[config.mk]
export PLATFORM = sky130hd
export DESIGN_NAME = spm_power
export DESIGN_NICKNAME = d
export VERILOG_FILES = /design/src/core/spm_pkg.sv /design/src/core/spm_power.sv /design/src/core/spm_lpi_tx.sv
export SDC_FILE = /design/constraint.sdc
export NUM_CORES = 1
export LEC_CHECK = 0
export BUFFER_PORTS_ARGS = -buffer_cell sky130_fd_sc_hd__buf_2
export CORE_ASPECT_RATIO = 1.5
export CORE_UTILIZATION = 55
export CTS_BUF_LIST = sky130_fd_sc_hd__clkbuf_8
export CTS_CLUSTER_DIAMETER = 50
export CTS_CLUSTER_SIZE = 40
export DETAILED_ROUTE_END_ITERATION = 10
export GPL_ROUTABILITY_DRIVEN = 0
export PLACE_DENSITY = 0.74
export SYNTH_ARGS = -nofsm -noshare
export SYNTH_HDL_FRONTEND = slang
export SYNTH_SLANG_ARGS = --single-unit
[constraint.sdc]
create_clock -name pclk -period 2.5 [get_ports pclk]
set_input_delay 0.25 -clock pclk [delete_from_list [all_inputs] [get_ports pclk]]
set_output_delay 0.25 -clock pclk [all_outputs]
set_load 0.05 [all_outputs]
[src/core/spm_pkg.sv]
`default_nettype none
package spm_pkg;
  // global power mode register and field layout
  localparam logic [11:0] MODE_ADDR      = 12'h000;
  localparam logic [11:0] SLEEP_ADDR     = 12'h004;
  localparam logic [11:0] PORT_ADDR      = 12'h008;
  localparam logic [11:0] EEE_ADDR       = 12'h00C;
  localparam logic [11:0] STAT_ADDR      = 12'h010;
  localparam int          MODE_LSB       = 3;
  localparam int          MODE_MSB       = 4;
  localparam int          PORT_PD_BIT    = 3;
  localparam int          PHY_PD_BIT     = 11;
  localparam logic [1:0]  MODE_NORMAL    = 2'h0;
  localparam logic [1:0]  MODE_EDETECT   = 2'h1;
  localparam logic [1:0]  MODE_SOFTPD    = 2'h2;
  localparam logic [1:0]  MODE_RSVD      = 2'h3;
  localparam logic [7:0]  SLEEP_RESET    = 8'h50;
  // mii transmit/receive codes: assert lpi is txd=0001 with tx_er, idle otherwise
  localparam logic [3:0]  LPI_CODE       = 4'h1;
  // timing
  localparam int          CLK_MHZ        = 50;
  localparam int          PULSE_NS       = 120;
  localparam int          PULSE_CYC      = (PULSE_NS * CLK_MHZ + 999) / 1000;
  localparam int          PULSE_PERIOD_S = 1;
  localparam int          PERIOD_CYC     = PULSE_PERIOD_S * CLK_MHZ * 1000000;
  localparam int          SLEEP_UNIT_MS  = 1;
  localparam int          SLEEP_UNIT_CYC = SLEEP_UNIT_MS * CLK_MHZ * 1000;
  localparam int          RECOVERY_CYC   = 30;
  typedef enum logic [1:0] {
    SPM_ED_AWAKE = 2'b00,
    SPM_ED_SLEEP = 2'b01
  } spm_ed_state_t;
endpackage
`default_nettype wire

[src/core/spm_power.sv]
`timescale 1ns/1ps
`default_nettype none
module spm_power #(
  parameter int NPORTS     = 3,
  parameter int PERIOD     = spm_pkg::PERIOD_CYC,
  parameter int SLEEP_UNIT = spm_pkg::SLEEP_UNIT_CYC,
  parameter int RECOVERY   = spm_pkg::RECOVERY_CYC
) (
  input  wire logic                pclk,
  input  wire logic                presetn,
  input  wire logic                psel,
  input  wire logic                penable,
  input  wire logic                pwrite,
  input  wire logic [11:0]         paddr,
  input  wire logic [31:0]         pwdata,
  output logic [31:0]              prdata,
  output logic                     pready,
  output logic                     pslverr,
  input  wire logic [NPORTS-1:0]   cable_energy,
  input  wire logic [NPORTS-1:0]   phy_ctl_pd,
  output logic [NPORTS-1:0]        phy_pd,
  output logic                     pll_clk_en,
  output logic                     mac_clk_en,
  output logic                     host_if_en,
  output logic                     phy_rx_only,
  output logic                     link_pulse,
  output logic                     soft_reset,
  input  wire logic [NPORTS-1:0]   lpi_req,
  input  wire logic [NPORTS-1:0]   eee_ok,
  input  wire logic [4*NPORTS-1:0] mac_txd,
  input  wire logic [NPORTS-1:0]   mac_txen,
  output logic [4*NPORTS-1:0]      mii_txd,
  output logic [NPORTS-1:0]        mii_txen,
  output logic [NPORTS-1:0]        mii_txer,
  output logic [NPORTS-1:0]        mac_crs_hold,
  input  wire logic [4*NPORTS-1:0] mii_rxd,
  input  wire logic [NPORTS-1:0]   mii_rxdv,
  input  wire logic [NPORTS-1:0]   mii_rxer,
  output logic [4*NPORTS-1:0]      mac_rxd,
  output logic [NPORTS-1:0]        mac_rxdv,
  output logic [NPORTS-1:0]        mac_rxer,
  output logic [NPORTS-1:0]        partner_low_power_indication,
  output logic [NPORTS-1:0]        port_clk_en
);
  // status fields sit at bits 8 and 16, so at most eight ports fit
  if (NPORTS < 1 || NPORTS > 8) begin : g_bad_ports
    $error("port count out of range");
  end
  if (PERIOD <= spm_pkg::PULSE_CYC || SLEEP_UNIT < 1) begin : g_bad_timing
    $error("bad timing parameter");
  end

  logic [1:0]        mode_q;
  logic [7:0]        sleep_q;
  logic [NPORTS-1:0] port_pd_q;
  logic [NPORTS-1:0] lpi_en_q;
  spm_pkg::spm_ed_state_t ed_q;
  logic [31:0]       idle_cnt_q;
  logic [31:0]       unit_cnt_q;
  logic [31:0]       per_cnt_q;
  logic [NPORTS-1:0] e_s1_q;
  logic [NPORTS-1:0] e_s2_q;
  logic [NPORTS-1:0] rx_lpi_q;
  logic [NPORTS-1:0] tx_lpi;
  logic              wr_en;
  logic              rd_en;
  logic              any_energy;
  logic              wake_q;

  ////////////////////////////////////////////////////////////////////////
  // apb slave: zero wait states, unmapped addresses answer with pslverr
  assign pready = 1'b1;
  assign wr_en  = psel && penable && pwrite;
  assign rd_en  = psel && penable && !pwrite;

  always_comb begin
    pslverr = 1'b0;
    if (psel && penable) begin
      if (paddr == spm_pkg::MODE_ADDR) begin
        pslverr = 1'b0;
      end else if (paddr == spm_pkg::SLEEP_ADDR) begin
        pslverr = 1'b0;
      end else if (paddr == spm_pkg::PORT_ADDR) begin
        pslverr = 1'b0;
      end else if (paddr == spm_pkg::EEE_ADDR) begin
        pslverr = 1'b0;
      end else if (paddr == spm_pkg::STAT_ADDR) begin
        pslverr = 1'b0;
      end else begin
        pslverr = 1'b1;
      end
    end
  end

  always_ff @(posedge pclk or negedge presetn) begin
    if (!presetn) begin
      prdata <= 32'h0000_0000;
    end else if (psel && !penable && !pwrite) begin
      prdata <= 32'h0000_0000;
      if (paddr == spm_pkg::MODE_ADDR) begin
        prdata[spm_pkg::MODE_MSB:spm_pkg::MODE_LSB] <= mode_q;
      end else if (paddr == spm_pkg::SLEEP_ADDR) begin
        prdata[7:0] <= sleep_q;
      end else if (paddr == spm_pkg::PORT_ADDR) begin
        prdata[NPORTS-1:0] <= port_pd_q;
      end else if (paddr == spm_pkg::EEE_ADDR) begin
        prdata[NPORTS-1:0] <= lpi_en_q;
      end else if (paddr == spm_pkg::STAT_ADDR) begin
        prdata[0]            <= ed_q == spm_pkg::SPM_ED_SLEEP;
        prdata[8+NPORTS-1:8] <= rx_lpi_q;
        prdata[16+NPORTS-1:16] <= tx_lpi;
      end
    end
  end
  // read data is latched in the setup cycle so it is stable in the access phase

  ////////////////////////////////////////////////////////////////////////
  // soft power-down wake: any access raises soft_reset one cycle later; mode, sleep, port and eee registers reset the cycle after
  always_ff @(posedge pclk or negedge presetn) begin
    if (!presetn) begin
      wake_q <= 1'b0;
    end else begin
      wake_q <= (mode_q == spm_pkg::MODE_SOFTPD) && psel && penable;
    end
  end
  assign soft_reset = wake_q;

  always_ff @(posedge pclk or negedge presetn) begin
    if (!presetn) begin
      mode_q <= spm_pkg::MODE_NORMAL;
    end else if (wake_q) begin
      mode_q <= spm_pkg::MODE_NORMAL;
    end else if (wr_en && paddr == spm_pkg::MODE_ADDR && mode_q == spm_pkg::MODE_NORMAL &&
                 pwdata[spm_pkg::MODE_MSB:spm_pkg::MODE_LSB] != spm_pkg::MODE_RSVD) begin
      mode_q <= pwdata[spm_pkg::MODE_MSB:spm_pkg::MODE_LSB];
    end else if (wr_en && paddr == spm_pkg::MODE_ADDR && mode_q == spm_pkg::MODE_EDETECT &&
                 pwdata[spm_pkg::MODE_MSB:spm_pkg::MODE_LSB] == spm_pkg::MODE_NORMAL) begin
      mode_q <= spm_pkg::MODE_NORMAL;
    end
  end

  always_ff @(posedge pclk or negedge presetn) begin
    if (!presetn) begin
      sleep_q   <= spm_pkg::SLEEP_RESET;
      port_pd_q <= '0;
      lpi_en_q  <= '0;
    end else if (wake_q) begin
      sleep_q   <= spm_pkg::SLEEP_RESET;
      port_pd_q <= '0;
      lpi_en_q  <= '0;
    end else if (wr_en && paddr == spm_pkg::SLEEP_ADDR) begin
      sleep_q <= pwdata[7:0];
    end else if (wr_en && paddr == spm_pkg::PORT_ADDR) begin
      port_pd_q <= pwdata[NPORTS-1:0];
    end else if (wr_en && paddr == spm_pkg::EEE_ADDR) begin
      lpi_en_q <= pwdata[NPORTS-1:0];
    end
  end

  ////////////////////////////////////////////////////////////////////////
  // energy inputs come from analog detectors, so they are synchronised
  always_ff @(posedge pclk or negedge presetn) begin
    if (!presetn) begin
      e_s1_q <= '0;
      e_s2_q <= '0;
    end else begin
      e_s1_q <= cable_energy;
      e_s2_q <= e_s1_q;
    end
  end
  assign any_energy = |(e_s2_q & ~port_pd_q);

  // go-sleep timer counts whole units of silence
  always_ff @(posedge pclk or negedge presetn) begin
    if (!presetn) begin
      unit_cnt_q <= 32'h0000_0000;
      idle_cnt_q <= 32'h0000_0000;
    end else if (mode_q != spm_pkg::MODE_EDETECT || any_energy || ed_q == spm_pkg::SPM_ED_SLEEP) begin
      unit_cnt_q <= 32'h0000_0000;
      idle_cnt_q <= 32'h0000_0000;
    end else if (unit_cnt_q == 32'(SLEEP_UNIT - 1)) begin
      unit_cnt_q <= 32'h0000_0000;
      idle_cnt_q <= idle_cnt_q + 32'h0000_0001;
    end else begin
      unit_cnt_q <= unit_cnt_q + 32'h0000_0001;
    end
  end

  always_ff @(posedge pclk or negedge presetn) begin
    if (!presetn) begin
      ed_q <= spm_pkg::SPM_ED_AWAKE;
    end else begin
      case (ed_q)
        spm_pkg::SPM_ED_AWAKE: begin
          if (mode_q == spm_pkg::MODE_EDETECT && !any_energy && idle_cnt_q > {24'h000000, sleep_q}) begin
            ed_q <= spm_pkg::SPM_ED_SLEEP;
          end
        end
        spm_pkg::SPM_ED_SLEEP: begin
          if (any_energy || mode_q != spm_pkg::MODE_EDETECT) begin
            ed_q <= spm_pkg::SPM_ED_AWAKE;
          end
        end
        default: ed_q <= spm_pkg::SPM_ED_AWAKE;
      endcase
    end
  end

  ////////////////////////////////////////////////////////////////////////
  // link pulse: 120 ns once a second while energy detect sees no cable
  always_ff @(posedge pclk or negedge presetn) begin
    if (!presetn) begin
      per_cnt_q  <= 32'h0000_0000;
      link_pulse <= 1'b0;
    end else if (mode_q != spm_pkg::MODE_EDETECT || any_energy) begin
      per_cnt_q  <= 32'h0000_0000;
      link_pulse <= 1'b0;
    end else begin
      per_cnt_q  <= (per_cnt_q == 32'(PERIOD - 1)) ? 32'h0000_0000 : per_cnt_q + 32'h0000_0001;
      link_pulse <= per_cnt_q < 32'(spm_pkg::PULSE_CYC);
    end
  end

  ////////////////////////////////////////////////////////////////////////
  // global gating outputs
  always_comb begin
    pll_clk_en  = 1'b1;
    mac_clk_en  = 1'b1;
    host_if_en  = 1'b1;
    phy_rx_only = 1'b0;
    if (mode_q == spm_pkg::MODE_SOFTPD) begin
      pll_clk_en = 1'b0;
      mac_clk_en = 1'b0;
      host_if_en = 1'b0;
    end else if (ed_q == spm_pkg::SPM_ED_SLEEP) begin
      pll_clk_en  = 1'b0;
      mac_clk_en  = 1'b0;
      host_if_en  = 1'b0;
      phy_rx_only = 1'b1;
    end
  end
  // host_if_en low only tells the pads; the apb slave stays alive to catch the wake access

  always_comb begin
    phy_pd = port_pd_q | phy_ctl_pd;
    if (mode_q == spm_pkg::MODE_SOFTPD) begin
      phy_pd = '1;
    end
  end

  ////////////////////////////////////////////////////////////////////////
  // per-port lpi: each direction runs on its own, one instance per port
  for (genvar p = 0; p < NPORTS; p++) begin : g_port
    spm_lpi_tx #(
      .RECOVERY (RECOVERY)
    ) u_tx (
      .pclk      (pclk),
      .presetn   (presetn),
      .lpi_req   (lpi_req[p]),
      .eee_ok    (eee_ok[p] && lpi_en_q[p]),
      .mac_txd   (mac_txd[4*p +: 4]),
      .mac_txen  (mac_txen[p]),
      .mii_txd   (mii_txd[4*p +: 4]),
      .mii_txen  (mii_txen[p]),
      .mii_txer  (mii_txer[p]),
      .mac_hold  (mac_crs_hold[p]),
      .tx_in_lpi (tx_lpi[p])
    );

    // receive detect: assert lpi is rxdv low, rxer high, rxd code
    always_ff @(posedge pclk or negedge presetn) begin
      if (!presetn) begin
        rx_lpi_q[p] <= 1'b0;
      end else begin
        rx_lpi_q[p] <= !mii_rxdv[p] && mii_rxer[p] && mii_rxd[4*p +: 4] == spm_pkg::LPI_CODE;
      end
    end

    always_ff @(posedge pclk or negedge presetn) begin
      if (!presetn) begin
        mac_rxd[4*p +: 4] <= 4'h0;
        mac_rxdv[p]       <= 1'b0;
        mac_rxer[p]       <= 1'b0;
      end else if (!mii_rxdv[p] && mii_rxer[p] && mii_rxd[4*p +: 4] == spm_pkg::LPI_CODE) begin
        mac_rxd[4*p +: 4] <= 4'h0;
        mac_rxdv[p]       <= 1'b0;
        mac_rxer[p]       <= 1'b0;
      end else begin
        mac_rxd[4*p +: 4] <= mii_rxd[4*p +: 4];
        mac_rxdv[p]       <= mii_rxdv[p];
        mac_rxer[p]       <= mii_rxer[p];
      end
    end

    // clocks stop when mac_clk_en is low or both directions idle, since they are independent
    assign port_clk_en[p] = mac_clk_en && !(tx_lpi[p] && rx_lpi_q[p]);
  end
  assign partner_low_power_indication = rx_lpi_q;

  ////////////////////////////////////////////////////////////////////////
  mode_reserved_a: assert property (@(posedge pclk) disable iff (!presetn)
    wr_en && paddr == spm_pkg::MODE_ADDR && !wake_q &&
    pwdata[spm_pkg::MODE_MSB:spm_pkg::MODE_LSB] == spm_pkg::MODE_RSVD
    |=> $stable(mode_q)) else $error("reserved mode changed state");
  softpd_gate_a: assert property (@(posedge pclk) disable iff (!presetn)
    mode_q == spm_pkg::MODE_SOFTPD |-> !pll_clk_en && !mac_clk_en && phy_pd == '1)
    else $error("soft power-down not gating");
  wake_reset_a: assert property (@(posedge pclk) disable iff (!presetn)
    mode_q == spm_pkg::MODE_SOFTPD && psel && penable |=> ##1 mode_q == spm_pkg::MODE_NORMAL
    && sleep_q == spm_pkg::SLEEP_RESET) else $error("wake access ignored");
  port_pd_a: assert property (@(posedge pclk) disable iff (!presetn)
    wr_en && paddr == spm_pkg::PORT_ADDR && !wake_q
    |=> (phy_pd & ($past(pwdata[NPORTS-1:0]) | phy_ctl_pd)) == ($past(pwdata[NPORTS-1:0]) | phy_ctl_pd))
    else $error("port not powered down");
  ed_wake_a: assert property (@(posedge pclk) disable iff (!presetn)
    ed_q == spm_pkg::SPM_ED_SLEEP && any_energy |=> ed_q == spm_pkg::SPM_ED_AWAKE && pll_clk_en)
    else $error("energy did not wake");
  ed_sleep_a: assert property (@(posedge pclk) disable iff (!presetn)
    $rose(ed_q == spm_pkg::SPM_ED_SLEEP) |-> $past(idle_cnt_q) > {24'h000000, $past(sleep_q)})
    else $error("slept too early");
  sleep_gate_a: assert property (@(posedge pclk) disable iff (!presetn)
    ed_q == spm_pkg::SPM_ED_SLEEP && mode_q == spm_pkg::MODE_EDETECT |-> phy_rx_only && !host_if_en)
    else $error("low-power state not gated");
  rx_lpi_a: assert property (@(posedge pclk) disable iff (!presetn)
    $rose(partner_low_power_indication[0]) |-> !mac_rxdv[0] && !mac_rxer[0])
    else $error("lpi not shown as idle");
  pulse_width_a: assert property (@(posedge pclk) disable iff (!presetn)
    $rose(link_pulse) |-> link_pulse [*6] ##1 !link_pulse || $fell(mode_q == spm_pkg::MODE_EDETECT))
    else $error("link pulse width wrong");

  ed_sleep_c: cover property (@(posedge pclk) disable iff (!presetn) ed_q == spm_pkg::SPM_ED_SLEEP);
  softpd_c:   cover property (@(posedge pclk) disable iff (!presetn) wake_q);
  tx_lpi_c:   cover property (@(posedge pclk) disable iff (!presetn) $fell(tx_lpi[0]));
  rx_lpi_c:   cover property (@(posedge pclk) disable iff (!presetn) $fell(rx_lpi_q[0]));
endmodule
`default_nettype wire

[src/core/spm_lpi_tx.sv]
`timescale 1ns/1ps
`default_nettype none
// transmit-side lpi assert function for one port
module spm_lpi_tx #(
  parameter int RECOVERY = 30
) (
  input  wire logic       pclk,
  input  wire logic       presetn,
  input  wire logic       lpi_req,
  input  wire logic       eee_ok,
  input  wire logic [3:0] mac_txd,
  input  wire logic       mac_txen,
  output logic [3:0]      mii_txd,
  output logic            mii_txen,
  output logic            mii_txer,
  output logic            mac_hold,
  output logic            tx_in_lpi
);
  // the recovery counter is only 16 bits wide
  if (RECOVERY < 1 || RECOVERY > 65535) begin : g_bad_recovery
    $error("bad recovery count");
  end

  logic        req_q;
  logic [15:0] rec_q;

  ////////////////////////////////////////////////////////////////////////
  always_ff @(posedge pclk or negedge presetn) begin
    if (!presetn) begin
      req_q <= 1'b0;
    end else begin
      req_q <= lpi_req && eee_ok;
    end
  end

  always_ff @(posedge pclk or negedge presetn) begin
    if (!presetn) begin
      rec_q <= 16'h0000;
    end else if (req_q) begin
      rec_q <= RECOVERY[15:0];
    end else if (rec_q != 16'h0000) begin
      rec_q <= rec_q - 16'h0001;
    end
  end

  ////////////////////////////////////////////////////////////////////////
  always_ff @(posedge pclk or negedge presetn) begin
    if (!presetn) begin
      mii_txd  <= 4'h0;
      mii_txen <= 1'b0;
      mii_txer <= 1'b0;
    end else if (req_q) begin
      mii_txd  <= spm_pkg::LPI_CODE;
      mii_txen <= 1'b0;
      mii_txer <= 1'b1;
    end else begin
      mii_txd  <= mac_hold ? 4'h0 : mac_txd;
      mii_txen <= mac_txen && !mac_hold;
      mii_txer <= 1'b0;
    end
  end

  assign tx_in_lpi = req_q;
  assign mac_hold  = req_q || (rec_q != 16'h0000);

  rec_hold_a: assert property (@(posedge pclk) disable iff (!presetn)
    $fell(req_q) |-> mac_hold && rec_q == RECOVERY[15:0]) else $error("mac released early");
  rec_count_a: assert property (@(posedge pclk) disable iff (!presetn)
    !req_q && rec_q != 16'h0000 |=> rec_q == $past(rec_q) - 16'h0001)
    else $error("recovery count skipped");
  txen_block_a: assert property (@(posedge pclk) disable iff (!presetn)
    $past(mac_hold) |-> !mii_txen) else $error("mac sent while held");
  lpi_code_a: assert property (@(posedge pclk) disable iff (!presetn)
    req_q |=> mii_txer && mii_txd == spm_pkg::LPI_CODE) else $error("no lpi code");
  eee_gate_a: assert property (@(posedge pclk) disable iff (!presetn)
    !$past(eee_ok) |-> !req_q) else $error("lpi without eee");
endmodule
`default_nettype wire

Word level (Yosys, flattened, before mapping) --
Cells that the tools add are included.
Word-level totals: input bits 94, output and inout bits 88, logic and storage cells 220, register bits after elaboration 226
Operators by class: muxes and demuxes 78, reductions and logical operators 73, $add $sub $neg 6, equality and inequality tests 18, bitwise operators 3, $lt $le $gt $ge 2
Operators by type and width (count):
- 2-to-1 mux 32 bit | 6
- adder 32 x 1 -> 32 bit, second input constant | 3
- 2-to-1 mux 16 bit | 6
- 2-to-1 mux 3 bit | 20
- nonzero test 16 bit | 3
- subtractor 16 x 1 -> 16 bit, second input constant | 3
- logical AND 1 bit | 37
- 2-to-1 mux 4 bit | 9
- == test 32 x 16 -> 1 bit, second input constant | 1
- == test 32 x 26 -> 1 bit, second input constant | 1
- greater-than comparator 32 x 8 -> 1 bit | 1
- less-than comparator 32 x 3 -> 1 bit, second input constant | 1
- 2-to-1 mux 1 bit | 25
- == test 12 x 4 -> 1 bit, second input constant | 2
- 2-to-1 mux 8 bit | 2
- 2-to-1 mux 2 bit | 7
- nonzero test 2 bit | 7
- == test 12 x 3 -> 1 bit, second input constant | 1
- == test 12 x 5 -> 1 bit, second input constant | 1
- == test 4 x 1 -> 1 bit, second input constant | 3
- logical NOT 1 bit | 12
- logical NOT 12 bit | 1
- != test 2 bit, second input constant | 5
- logical NOT 2 bit | 3
- 14 further kinds | 20

Logic depth before layout (Yosys ltp) --
Gate-level depths: netlist of the first run.
word-level depth 8, depth in mapped cells 8, mapped depth without buffers 7

By module --
Synthesis of the first run repeated with hierarchy kept, for this count alone.
Unflattened totals: cell total of the unflattened synthesis 1132, area total of the unflattened synthesis 11309.6 um^2
Modules (own cells, without submodules):
- spm_power | times used 1, area each 7901.3 um^2, cells an instance 807, sequential area each 3906.2 um^2
- spm_lpi_tx (g_port[1].u_tx ...) | times used 2, area each 1112.3 um^2, cells an instance 106, sequential area each 575.6 um^2
- spm_lpi_tx (g_port[0].u_tx) | times used 1, area each 1183.6 um^2, cells an instance 113, sequential area each 575.6 um^2

Worst setup path before layout of the first run --
Ideal clock, no wire load.
path type register to register, start point reg unit_cnt_q[0], end point reg idle_cnt_q[30], cell stages (with the launch flop) 8, setup time 0.078 ns, required time 2.422 ns, setup slack 0.209 ns, buffers on the path 1, arrival time 2.213 ns, period minus slack after synthesis 2.291 ns, cells stage by stage dfrtp_1 -> ha_1 -> and3_1 -> nand3_1 -> or4_1 -> buf_2 -> or4_1 -> a21oi_1
Between the ends: cells in the longest elaborated chain, start to end 2
Ends and longest elaborated chain:
- start, declared | line spm_power.sv:59 | logic [31:0] unit_cnt_q;
- start signal, assigned | line spm_power.sv:185 | unit_cnt_q <= unit_cnt_q + 32'h0000_0001;
- == test 32 x 16 -> 1 bit | line spm_power.sv:181 | end else if (unit_cnt_q == 32'(SLEEP_UNIT - 1)) begin
- nonzero test 2 bit (no source line)
- end signal, assigned | line spm_power.sv:183 | idle_cnt_q <= idle_cnt_q + 32'h0000_0001;
- end, declared | line spm_power.sv:58 | logic [31:0] idle_cnt_q;
No other way between the ends. A chain may end at the register's enable or synchronous reset.

Worst setup path after layout of the first run --
start point reg g_port[2].u_tx.rec_q[4], end point out mac_crs_hold[2]
Between the ends: cells in the longest elaborated chain, start to end 2
Ends and longest elaborated chain:
- start, declared | line spm_lpi_tx.sv:25 | logic [15:0] rec_q;
- start signal, assigned | line spm_lpi_tx.sv:40 | rec_q <= RECOVERY[15:0];
- start signal, assigned | line spm_lpi_tx.sv:42 | rec_q <= rec_q - 16'h0001;
- nonzero test 16 bit | line spm_lpi_tx.sv:64 | assign mac_hold = req_q || (rec_q != 16'h0000);
- logical OR 1 bit | line spm_lpi_tx.sv:64
- end, declared | line spm_power.sv:35 | output logic [NPORTS-1:0] mac_crs_hold,
No other way between the ends.

==> results of run 1 <==
[cell type report]
| type | count | area share |
|---|---|---|
| Clock buffer | 18 | 0.0189 |
| Clock inverter | 10 | 0.00926 |
| Inverter | 37 | 0.0106 |
| Multi-Input combinational cell | 782 | 0.370 |
| Sequential cell | 225 | 0.430 |
| Tap cell | 256 | 0.0244 |
| Timing Repair Buffer | 259 | 0.137 |
[cell families (layout without fill, tap and decap cells)]
family	count (synthesis)	count (layout)	share of synthesized area
xor gates and xnor gates	91	91	0.0733
buffers and inverters	113	324	0.0501
and+or+nand+nor	506	506	0.249
AOI/OAI and AO/OA	132	132	0.0746
other	2	19	0.000690
adders and majority gates	14	14	0.0161
muxes	20	20	0.0185
DFF	225	225	0.518
[synthesized netlist by cell type (3+ instances only)]
cell type  number  area [µm²]
buf_4          30         225
or3_1          29         181
inv_1          37         139
dfrtp_1       223        5580
a21o_1          3        22.5
nor4_2          5        62.6
a22o_1          9        78.8
nor4_1         35         219
nand2_1        67         251
nor2_1        143         537
o21bai_1        3        22.5
nand3_1        54         270
o31ai_1        17         128
nand2b_1        9        56.3
nand3b_1        3        22.5
nor2b_1         7        43.8
mux2i_1        19         190
o21ai_0        30         150
and2_1         20         125
clkbuf_1       42         158
and4_1         10        87.6
xnor2_1        25         219
a21oi_1        47         235
ha_1           14         175
a31oi_1         3        18.8
or4_1          21         158
o211ai_1        7        52.6
nor3_1         22         110
nand4_1        35         219
and3_1         21         131
xor2_1         66         578
or2_2           5        31.3
nor4b_1         7        61.3
nand4b_1        7        61.3
[tightest hold or removal path: cells and delay by family]
kind | cells | cell delay (ps)
and+or+nand+nor | 1 | 80
buffers and inverters | 1 | 100
muxes | 1 | 70
[worst paths after layout]
path | cells after the start | to
worst max-delay path | 5 | mac_crs_hold[2]
worst max register to register | 6 | idle_cnt_q[30]
max in group asynchronous | 3 | sleep_q[6]
worst min-delay path | 3 | port_pd_q[2]
worst min register to register | 0 | e_s2_q[1]
min in group asynchronous | 2 | mac_rxd[5]
[registers in the layout (all words and copies together), names as in the netlist, 8 cells and up]
| signal | flops |
|---|---|
| g_port.u_tx.mii_txd | 12 |
| mac_rxd | 12 |
| unit_cnt_q | 32 |
| sleep_q | 8 |
| prdata | 14 |
| g_port.u_tx.rec_q | 48 |
| per_cnt_q | 32 |
| idle_cnt_q | 32 |
[through the flow]
| step | util | instance area, µm² |
|---|---|---|
| floorplan | - | 10900 |
| CTS | 0.675 | 13000 |
| detailed placement | 0.626 | 12000 |
| global placement | 0.626 | 12000 |
| finish | 0.681 | 13100 |
| global route | 0.681 | 13100 |
[routing by layer]
metal / global-route usage / vias up
met5: 0 / -
met4: 0.0707 / 0
met3: 0.0289 / 44
met2: 0.444 / 192
met1: 0.288 / 4215
li1: - / 4249
[power by group]
part	switching, mW	internal [mW]	total [mW]
registers	0.475	4.03	4.50
clock network	1.27	0.839	2.11
logic	0.946	0.805	1.75
[what timing repair did]
item | CTS | global route
hold buffers | 51 | 0
pin swaps | 1 | 5
endpoints found under the setup margin | 3 | 8
endpoints found under the hold margin | 114 | 0
setup buffers | 4 | 10
resized for setup | 8 | 10
gates cloned | 0 | 0
==> impl_metrics.ini, run 1 <==
[routing]
ant_nets = 0
via_per_inst = 5.48
wl_mm = 24.1
met3WireLength_um = 950
dr.pass1.iters = 5
routedLengthMet1_mm = 9.96
dr_total_vias = 8700
avgRoutedWirePerCell_um = 15.2
highest_layer = met4
first_iter_violations = 438
drc_errors = 0
wl_met2_mm = 12.6

[critical_path]
slowest_delay_ps = 550
ff2ff_setup_slack_ps = 100
critPathSlowestCell = or4_4
critPathTopFamily = simple AND/OR/NAND/NOR gates
cp-end-kind = output port
critical_path_class = reg -> out
startpoint = g_port[2].u_tx.rec_q[4]
critPathBufInv = 2
reg2reg_from = unit_cnt_q[29]
cp_max_fo = 3
worstPathArrival_ps = 2260
crit_chain = or4_4 > or3_4 > nor3_4 > inv_2 > buf_6
startpoint_type = flip-flop
crit_required_ps = 2250

[floorplan]
start_util = 0.566
die_h_um = 174
num_rows = 62
fp.dieW_um = 117
die_area_um2 = 20400
fp.coreArea_um2 = 19200
ios = 182

[sta]
setup_viol = 1
finalHoldViolations = 0
hold_ws_ps = 13.0
relSlewSlack = 0.481
fin_crit_sh = 1.01
slew_viol_final = 0
rsz0062_at_grt = true
clock_skew_ps = 33.7
worst_slew_pin_slew_ps = 772
fin_crit_ps = 2510
tns_ps = -13.7
fin_ws_ps = -13.7
fmaxAchievable_mhz = 398

[placed_design]
pre_cts_ws_ps = 61.0
dpl.hpwl_mm = 16.7
port_buffers = 138
dp_cells = 1494

[status]
outcome = complete, but fails checks
violations = setup timing

[grt]
grt_max_degree = 71
grt-ovfl-total = 0
grt_pass1_wl_mm = 39.6
grt_usage = 0.241
antenna_found_initial = 0
grt_pass1_vias = 8518

[finish]
nets = 1429
stdcell_count = 1587
antennaDiodeCount = 0
regArea_um2 = 5630
mostFrequentLayoutCells = dfrtp_1 (223), nor2_1 (142), buf_2 (135), nand2_1 (67), buf_4 (67)
mostFrequentLayoutCell = dfrtp_1
fill_cells = 1501
multi_input_comb_area_um2 = 4850
drive_gt1_frac = 0.198
syn2layout_area_growth_pct = 20.4

[pwr]
power.total_mw = 8.36
ir_drop_mv = 0.497
power_density_nw_per_um2 = 638
leakagePower_nw = 5.92

[clocking]
tritoncts = done
clk_latency_ps = 540
clkTransAtPathRegs_ps = 110
cts_buffer_depth = 3
cts_sinks = 225
cts_buffers = 16
clockRootBuffer = clkbuf_8
cts_htree_levels = 1

[synthesis]
synth-seq-cells = 225
post_synth.cell_area_avg_um2 = 9.86
synth-edff-count = 0
ys_async_sr_fraction = 1.00
syn_inst = 1103
ys.flop_type = dfrtp_1
synth-seq-area-share = 0.518
netlist_area_um2 = 10900
ys_warn_count = 0
ys_types = 54

[flow_run]
maxCapViolCount = 0

[min_path]
min_path_type = in -> reg
hp-start = pwdata[2]
Note: power is estimated with default switching activity, not from simulation.
==> run 2, diff against run 1 <==
--- a/config.mk
+++ b/config.mk
@@ -6,14 +6,16 @@
 export NUM_CORES = 1
 export LEC_CHECK = 0
 export BUFFER_PORTS_ARGS = -buffer_cell sky130_fd_sc_hd__buf_2
+export CELL_PAD_IN_SITES_DETAIL_PLACEMENT = 1
+export CELL_PAD_IN_SITES_GLOBAL_PLACEMENT = 1
 export CORE_ASPECT_RATIO = 1.5
-export CORE_UTILIZATION = 55
+export CORE_UTILIZATION = 45
 export CTS_BUF_LIST = sky130_fd_sc_hd__clkbuf_8
 export CTS_CLUSTER_DIAMETER = 50
-export CTS_CLUSTER_SIZE = 40
+export CTS_CLUSTER_SIZE = 25
 export DETAILED_ROUTE_END_ITERATION = 10
 export GPL_ROUTABILITY_DRIVEN = 0
-export PLACE_DENSITY = 0.74
+export PLACE_DENSITY = 0.89
 export SYNTH_ARGS = -nofsm -noshare
 export SYNTH_HDL_FRONTEND = slang
 export SYNTH_SLANG_ARGS = --single-unit
==> run 2 against run 1 <==
Wire length up 62%. Die area rose by 22%. Critical path depth did not move. The flow still finishes with violations (setup timing). Critical endpoint unchanged. Sequential share of layout area down 0.83 points. Setup slack worse by 63 ps. Final cell count increased by 4.5%. First-iteration DRC count is 73% higher. Highest routed layer is now met5.
==> impl_metrics.ini, run 2 (same netlist as run 1, synthesis figures left out) <==
[status]
violations = setup timing
outcome = complete, but fails checks

[critical_path]
cp_max_fo = 3
worstPathArrival_ps = 2330
critical_path_class = reg -> out
r2r_cells = 5
ff2ff_setup_slack_ps = -60
crit_required_ps = 2250
cp-end-kind = output port
startpoint_type = flip-flop

[floorplan]
start_util = 0.458
die_area_um2 = 24800
ios = 182
die_h_um = 192
fp.dieW_um = 129
num_rows = 69
fp.coreArea_um2 = 23700

[clocking]
tritoncts = done
clkTransAtPathRegs_ps = 150
cts_htree_levels = 1
clk_latency_ps = 600
clockRootBuffer = clkbuf_8
cts_buffers = 19
cts_buffer_depth = 3
cts_sinks = 225

[sta]
finalHoldViolations = 0
relSlewSlack = 0.441
rsz0062_at_grt = true
fin_crit_ps = 2580
setup_viol = 4
slew_viol_final = 0
fin_ws_ps = -76.9
fmaxAchievable_mhz = 388
hold_ws_ps = 25.4
fin_crit_sh = 1.03
worst_slew_pin_slew_ps = 818
clock_skew_ps = 47.3

[finish]
syn2layout_area_growth_pct = 22.8
largest_register_ffs = 48
mostFrequentLayoutCell = dfrtp_1
multi_input_comb_area_um2 = 4880
regArea_um2 = 5630
regMostFlops = g_port.u_tx.rec_q
drive_gt1_frac = 0.210
nets = 1434
mostFrequentLayoutCells = dfrtp_1 (223), nor2_1 (142), buf_2 (134), nand2_1 (67), buf_4 (67)
fin_util = 0.563
fill_cells = 2659
stdcell_count = 1659

[placed_design]
pre_cts_ws_ps = -21.9
dpl.hpwl_mm = 21.9
dp_cells = 1558
port_buffers = 138

[pwr]
leakagePower_nw = 5.99
ir_drop_mv = 0.436
power.total_mw = 9.34
power_density_nw_per_um2 = 699

[grt]
grt_max_degree = 79
grt-ovfl-total = 0
grt_pass1_vias = 10669
antenna_found_initial = 4
grt_pass1_wl_mm = 57.4
grt_usage = 0.298

[routing]
dr_total_vias = 9916
ant_nets = 0
wl_mm = 39.1
dr.pass1.iters = 5
drc_errors = 0
first_iter_violations = 759
via_per_inst = 5.98
avgRoutedWirePerCell_um = 23.5

[min_path]
holdPathStages = 3
min_path_type = in -> reg

[flow_run]
maxCapViolCount = 0
run 2: stage by stage:
stage	setup TNS [ps]	area, µm²
after floorplan	0	10900
after global placement	0	12100
after detailed placement	-66.2	12100
after CTS	-138	13200
after global routing	-598	13400
final	-235	13400
run 2: final cells by class:
| class | count | area share |
|---|---|---|
| Antenna cell | 2 | 0.000375 |
| Inverter | 37 | 0.0104 |
| Clock inverter | 12 | 0.0142 |
| Multi-Input combinational cell | 782 | 0.365 |
| Tap cell | 319 | 0.0299 |
| Clock buffer | 21 | 0.0216 |
| Timing Repair Buffer | 261 | 0.137 |
| Sequential cell | 225 | 0.422 |
run 2: path summary, 6_finish.rpt:
check | endpoint | from
hold reg to reg | e_s2_q[2] | e_s1_q[2]
max in group asynchronous | g_port[1].u_tx.mii_txd[0] | presetn
hold / removal | lpi_en_q[1] | pwdata[1]
setup / recovery | mac_crs_hold[2] | g_port[2].u_tx.rec_q[3]
min in group asynchronous | per_cnt_q[30] | presetn
setup reg to reg | g_port[1].u_tx.rec_q[5] | g_port[1].u_tx.rec_q[10]
run 2: power breakdown:
group	total (mW)	leakage [nW]	internal (mW)	switching, mW
sequential	4.60	3.01	4.03	0.571
clock	2.66	0.244	1.16	1.49
combinational	2.09	2.74	0.841	1.25
total	9.34	5.99	6.03	3.31
run 2: critical path: stages (launching register included):
cell and delay [ps]:
dfrtp_1 410, or4_4 540, or3_4 360, nor3_4 230, inv_2 80, buf_8 150
run 2: layer usage:
metal / GRT usage / part of all wire / vias up
met5: 0 / 0.00067 / -
met4: 0.183 / 0.060 / 4
met3: 0.0499 / 0.061 / 173
met2: 0.538 / 0.52 / 459
met1: 0.322 / 0.36 / 5007
li1: - / - / 4273
run 2: timing repair:
item,4_1_cts,5_1_grt
pin swaps,3,6
buffers inserted,5,10
resized for setup,11,20
hold endpoints to repair,106,0
hold buffers,51,0
setup endpoints to repair,9,16
==> run 3, diff against run 2 <==
--- a/config.mk
+++ b/config.mk
@@ -15,7 +15,7 @@
 export CTS_CLUSTER_SIZE = 25
 export DETAILED_ROUTE_END_ITERATION = 10
 export GPL_ROUTABILITY_DRIVEN = 0
-export PLACE_DENSITY = 0.89
+export PLACE_DENSITY_LB_ADDON = 0.1
 export SYNTH_ARGS = -nofsm -noshare
 export SYNTH_HDL_FRONTEND = slang
 export SYNTH_SLANG_ARGS = --single-unit
==> run 3 against run 2 <==
The run still ends with setup timing left. Combinational power decreased by 13%. Utilization increased by 1.1 points. Setup slack got worse by 29 ps. Critical path type unchanged. Largest cell class unchanged. Highest routed layer unchanged.
==> impl_metrics.ini, run 3 (same netlist as run 1, synthesis figures left out) <==
[critical_path]
critPathSlowestCell = or4_4
startpoint_type = flip-flop
crit_required_ps = 2250
critPathBufInv = 2
slowest_delay_ps = 540
rr_endpoint = idle_cnt_q[30]
worstPathArrival_ps = 2360
cp_max_fo = 2
reg2reg_from = unit_cnt_q[29]
critPathTopFamily = simple AND/OR/NAND/NOR gates
crit_chain = or4_4 > or3_4 > nor3_4 > inv_2 > buf_6
startpoint = g_port[2].u_tx.rec_q[5]
ff2ff_setup_slack_ps = 80
critical_path_class = reg -> out
cp-end-kind = output port
r2r_cells = 6

[min_path]
hold-path-endpoint = prdata[4]
hp-start = paddr[3]
holdPathStages = 3
min_path_type = in -> reg

[sta]
clock_skew_ps = 24.8
hold_ws_ps = 79.2
relSlewSlack = 0.642
rsz0062_at_grt = true
fin_crit_ps = 2610
tns_ps = -106
setup_viol = 1
fmaxAchievable_mhz = 384
fin_crit_sh = 1.04
finalHoldViolations = 0
worst_slew_pin_slew_ps = 523
slew_viol_final = 0
fin_ws_ps = -106

[routing]
dr.pass1.iters = 4
via_per_inst = 5.43
drc_errors = 0
ant_nets = 0
first_iter_violations = 294
dr_total_vias = 9116
avgRoutedWirePerCell_um = 18.1
wl_mm = 30.5

[finish]
mostFrequentLayoutCells = dfrtp_1 (223), nor2_1 (142), buf_2 (136), buf_4 (77)
fin_util = 0.574
nets = 1451
regArea_um2 = 5630
drive_gt1_frac = 0.225
multi_input_comb_area_um2 = 4930
syn2layout_area_growth_pct = 25.3
fill_cells = 2731
largest_register_ffs = 48
mostFrequentLayoutCell = dfrtp_1
regMostFlops = g_port.u_tx.rec_q

[floorplan]
fp.dieW_um = 129
die_area_um2 = 24800
ios = 182
start_util = 0.458
fp.coreArea_um2 = 23700
die_h_um = 192
num_rows = 69

[status]
outcome = complete, but fails checks
violations = setup timing

[clocking]
clkTransAtPathRegs_ps = 120
cts_buffer_depth = 3
clockRootBuffer = clkbuf_8
clk_latency_ps = 590
cts_htree_levels = 1
cts_buffers = 23
cts_sinks = 225
tritoncts = done

[grt]
grt_pass1_vias = 9939
antenna_found_initial = 1
grt_usage = 0.251
grt_pass1_wl_mm = 49.3
grt_max_degree = 58
grt-ovfl-total = 0

[pwr]
power_density_nw_per_um2 = 685
leakagePower_nw = 6.10
ir_drop_mv = 0.575

[placed_design]
dpl.hpwl_mm = 20.8
port_buffers = 138

[flow_run]
maxCapViolCount = 0
run 3: where the power goes:
group,leakage [nW],internal [mW],total [mW],switching (mW)
Combinational,2.79,0.819,1.82,0.998
Sequential,3.01,4.03,4.55,0.521
Clock,0.301,1.22,2.97,1.76
run 3: worst max-delay path by stage:
stage | to | slack, ps | cells past startpoint
final | mac_crs_hold[2] | -110 | 5
after global placement | idle_cnt_q[30] | 110 | 6
after floorplan | idle_cnt_q[30] | 210 | 7
after detailed placement | idle_cnt_q[28] | 80 | 6
after CTS | mac_crs_hold[2] | -190 | 5
after global routing | mac_crs_hold[2] | -180 | 5
run 3: tightest hold or removal path, stage by stage:
cell and delay, ps:
buf_2 160, or3_1 160, o21ai_0 80
run 3: final cells by class:
type / instances / area share
sequential: 225 / 0.413
inverter: 37 / 0.0102
clock inverter: 17 / 0.0212
antenna: 1 / 0.000184
tap: 319 / 0.0293
clock buffer: 24 / 0.0242
timing repair buffer: 274 / 0.140
multi-input combinational: 782 / 0.362
run 3: timing repair:
action | CTS | global route
setup endpoints to repair | 3 | 12
gates resized for setup | 12 | 24
endpoints found under the hold margin | 236 | 0
hold buffers | 54 | 0
buffers inserted | 4 | 6
pin swaps | 3 | 8
run 3: layer usage:
layer,part of all wire,track usage,vias up,wire [µm]
met5,0.00043,0,-,13
met4,0.026,0.0860,2,800
met3,0.031,0.0319,61,956
met2,0.56,0.496,147,17000
met1,0.38,0.270,4597,11700
li1,-,-,4309,-
run 3: through the flow:
stage                     setup slack (ps)  total power [mW]  cells  area (µm²)
after floorplan                        209              5.57   1120       10900
after global placement                 112              6.07   1573       12200
after detailed placement              75.7              6.14   1573       12200
after CTS                             -188              9.29   1672       13500
after global routing                  -176              9.87   1678       13600
final                                 -106              9.34   1679       13600
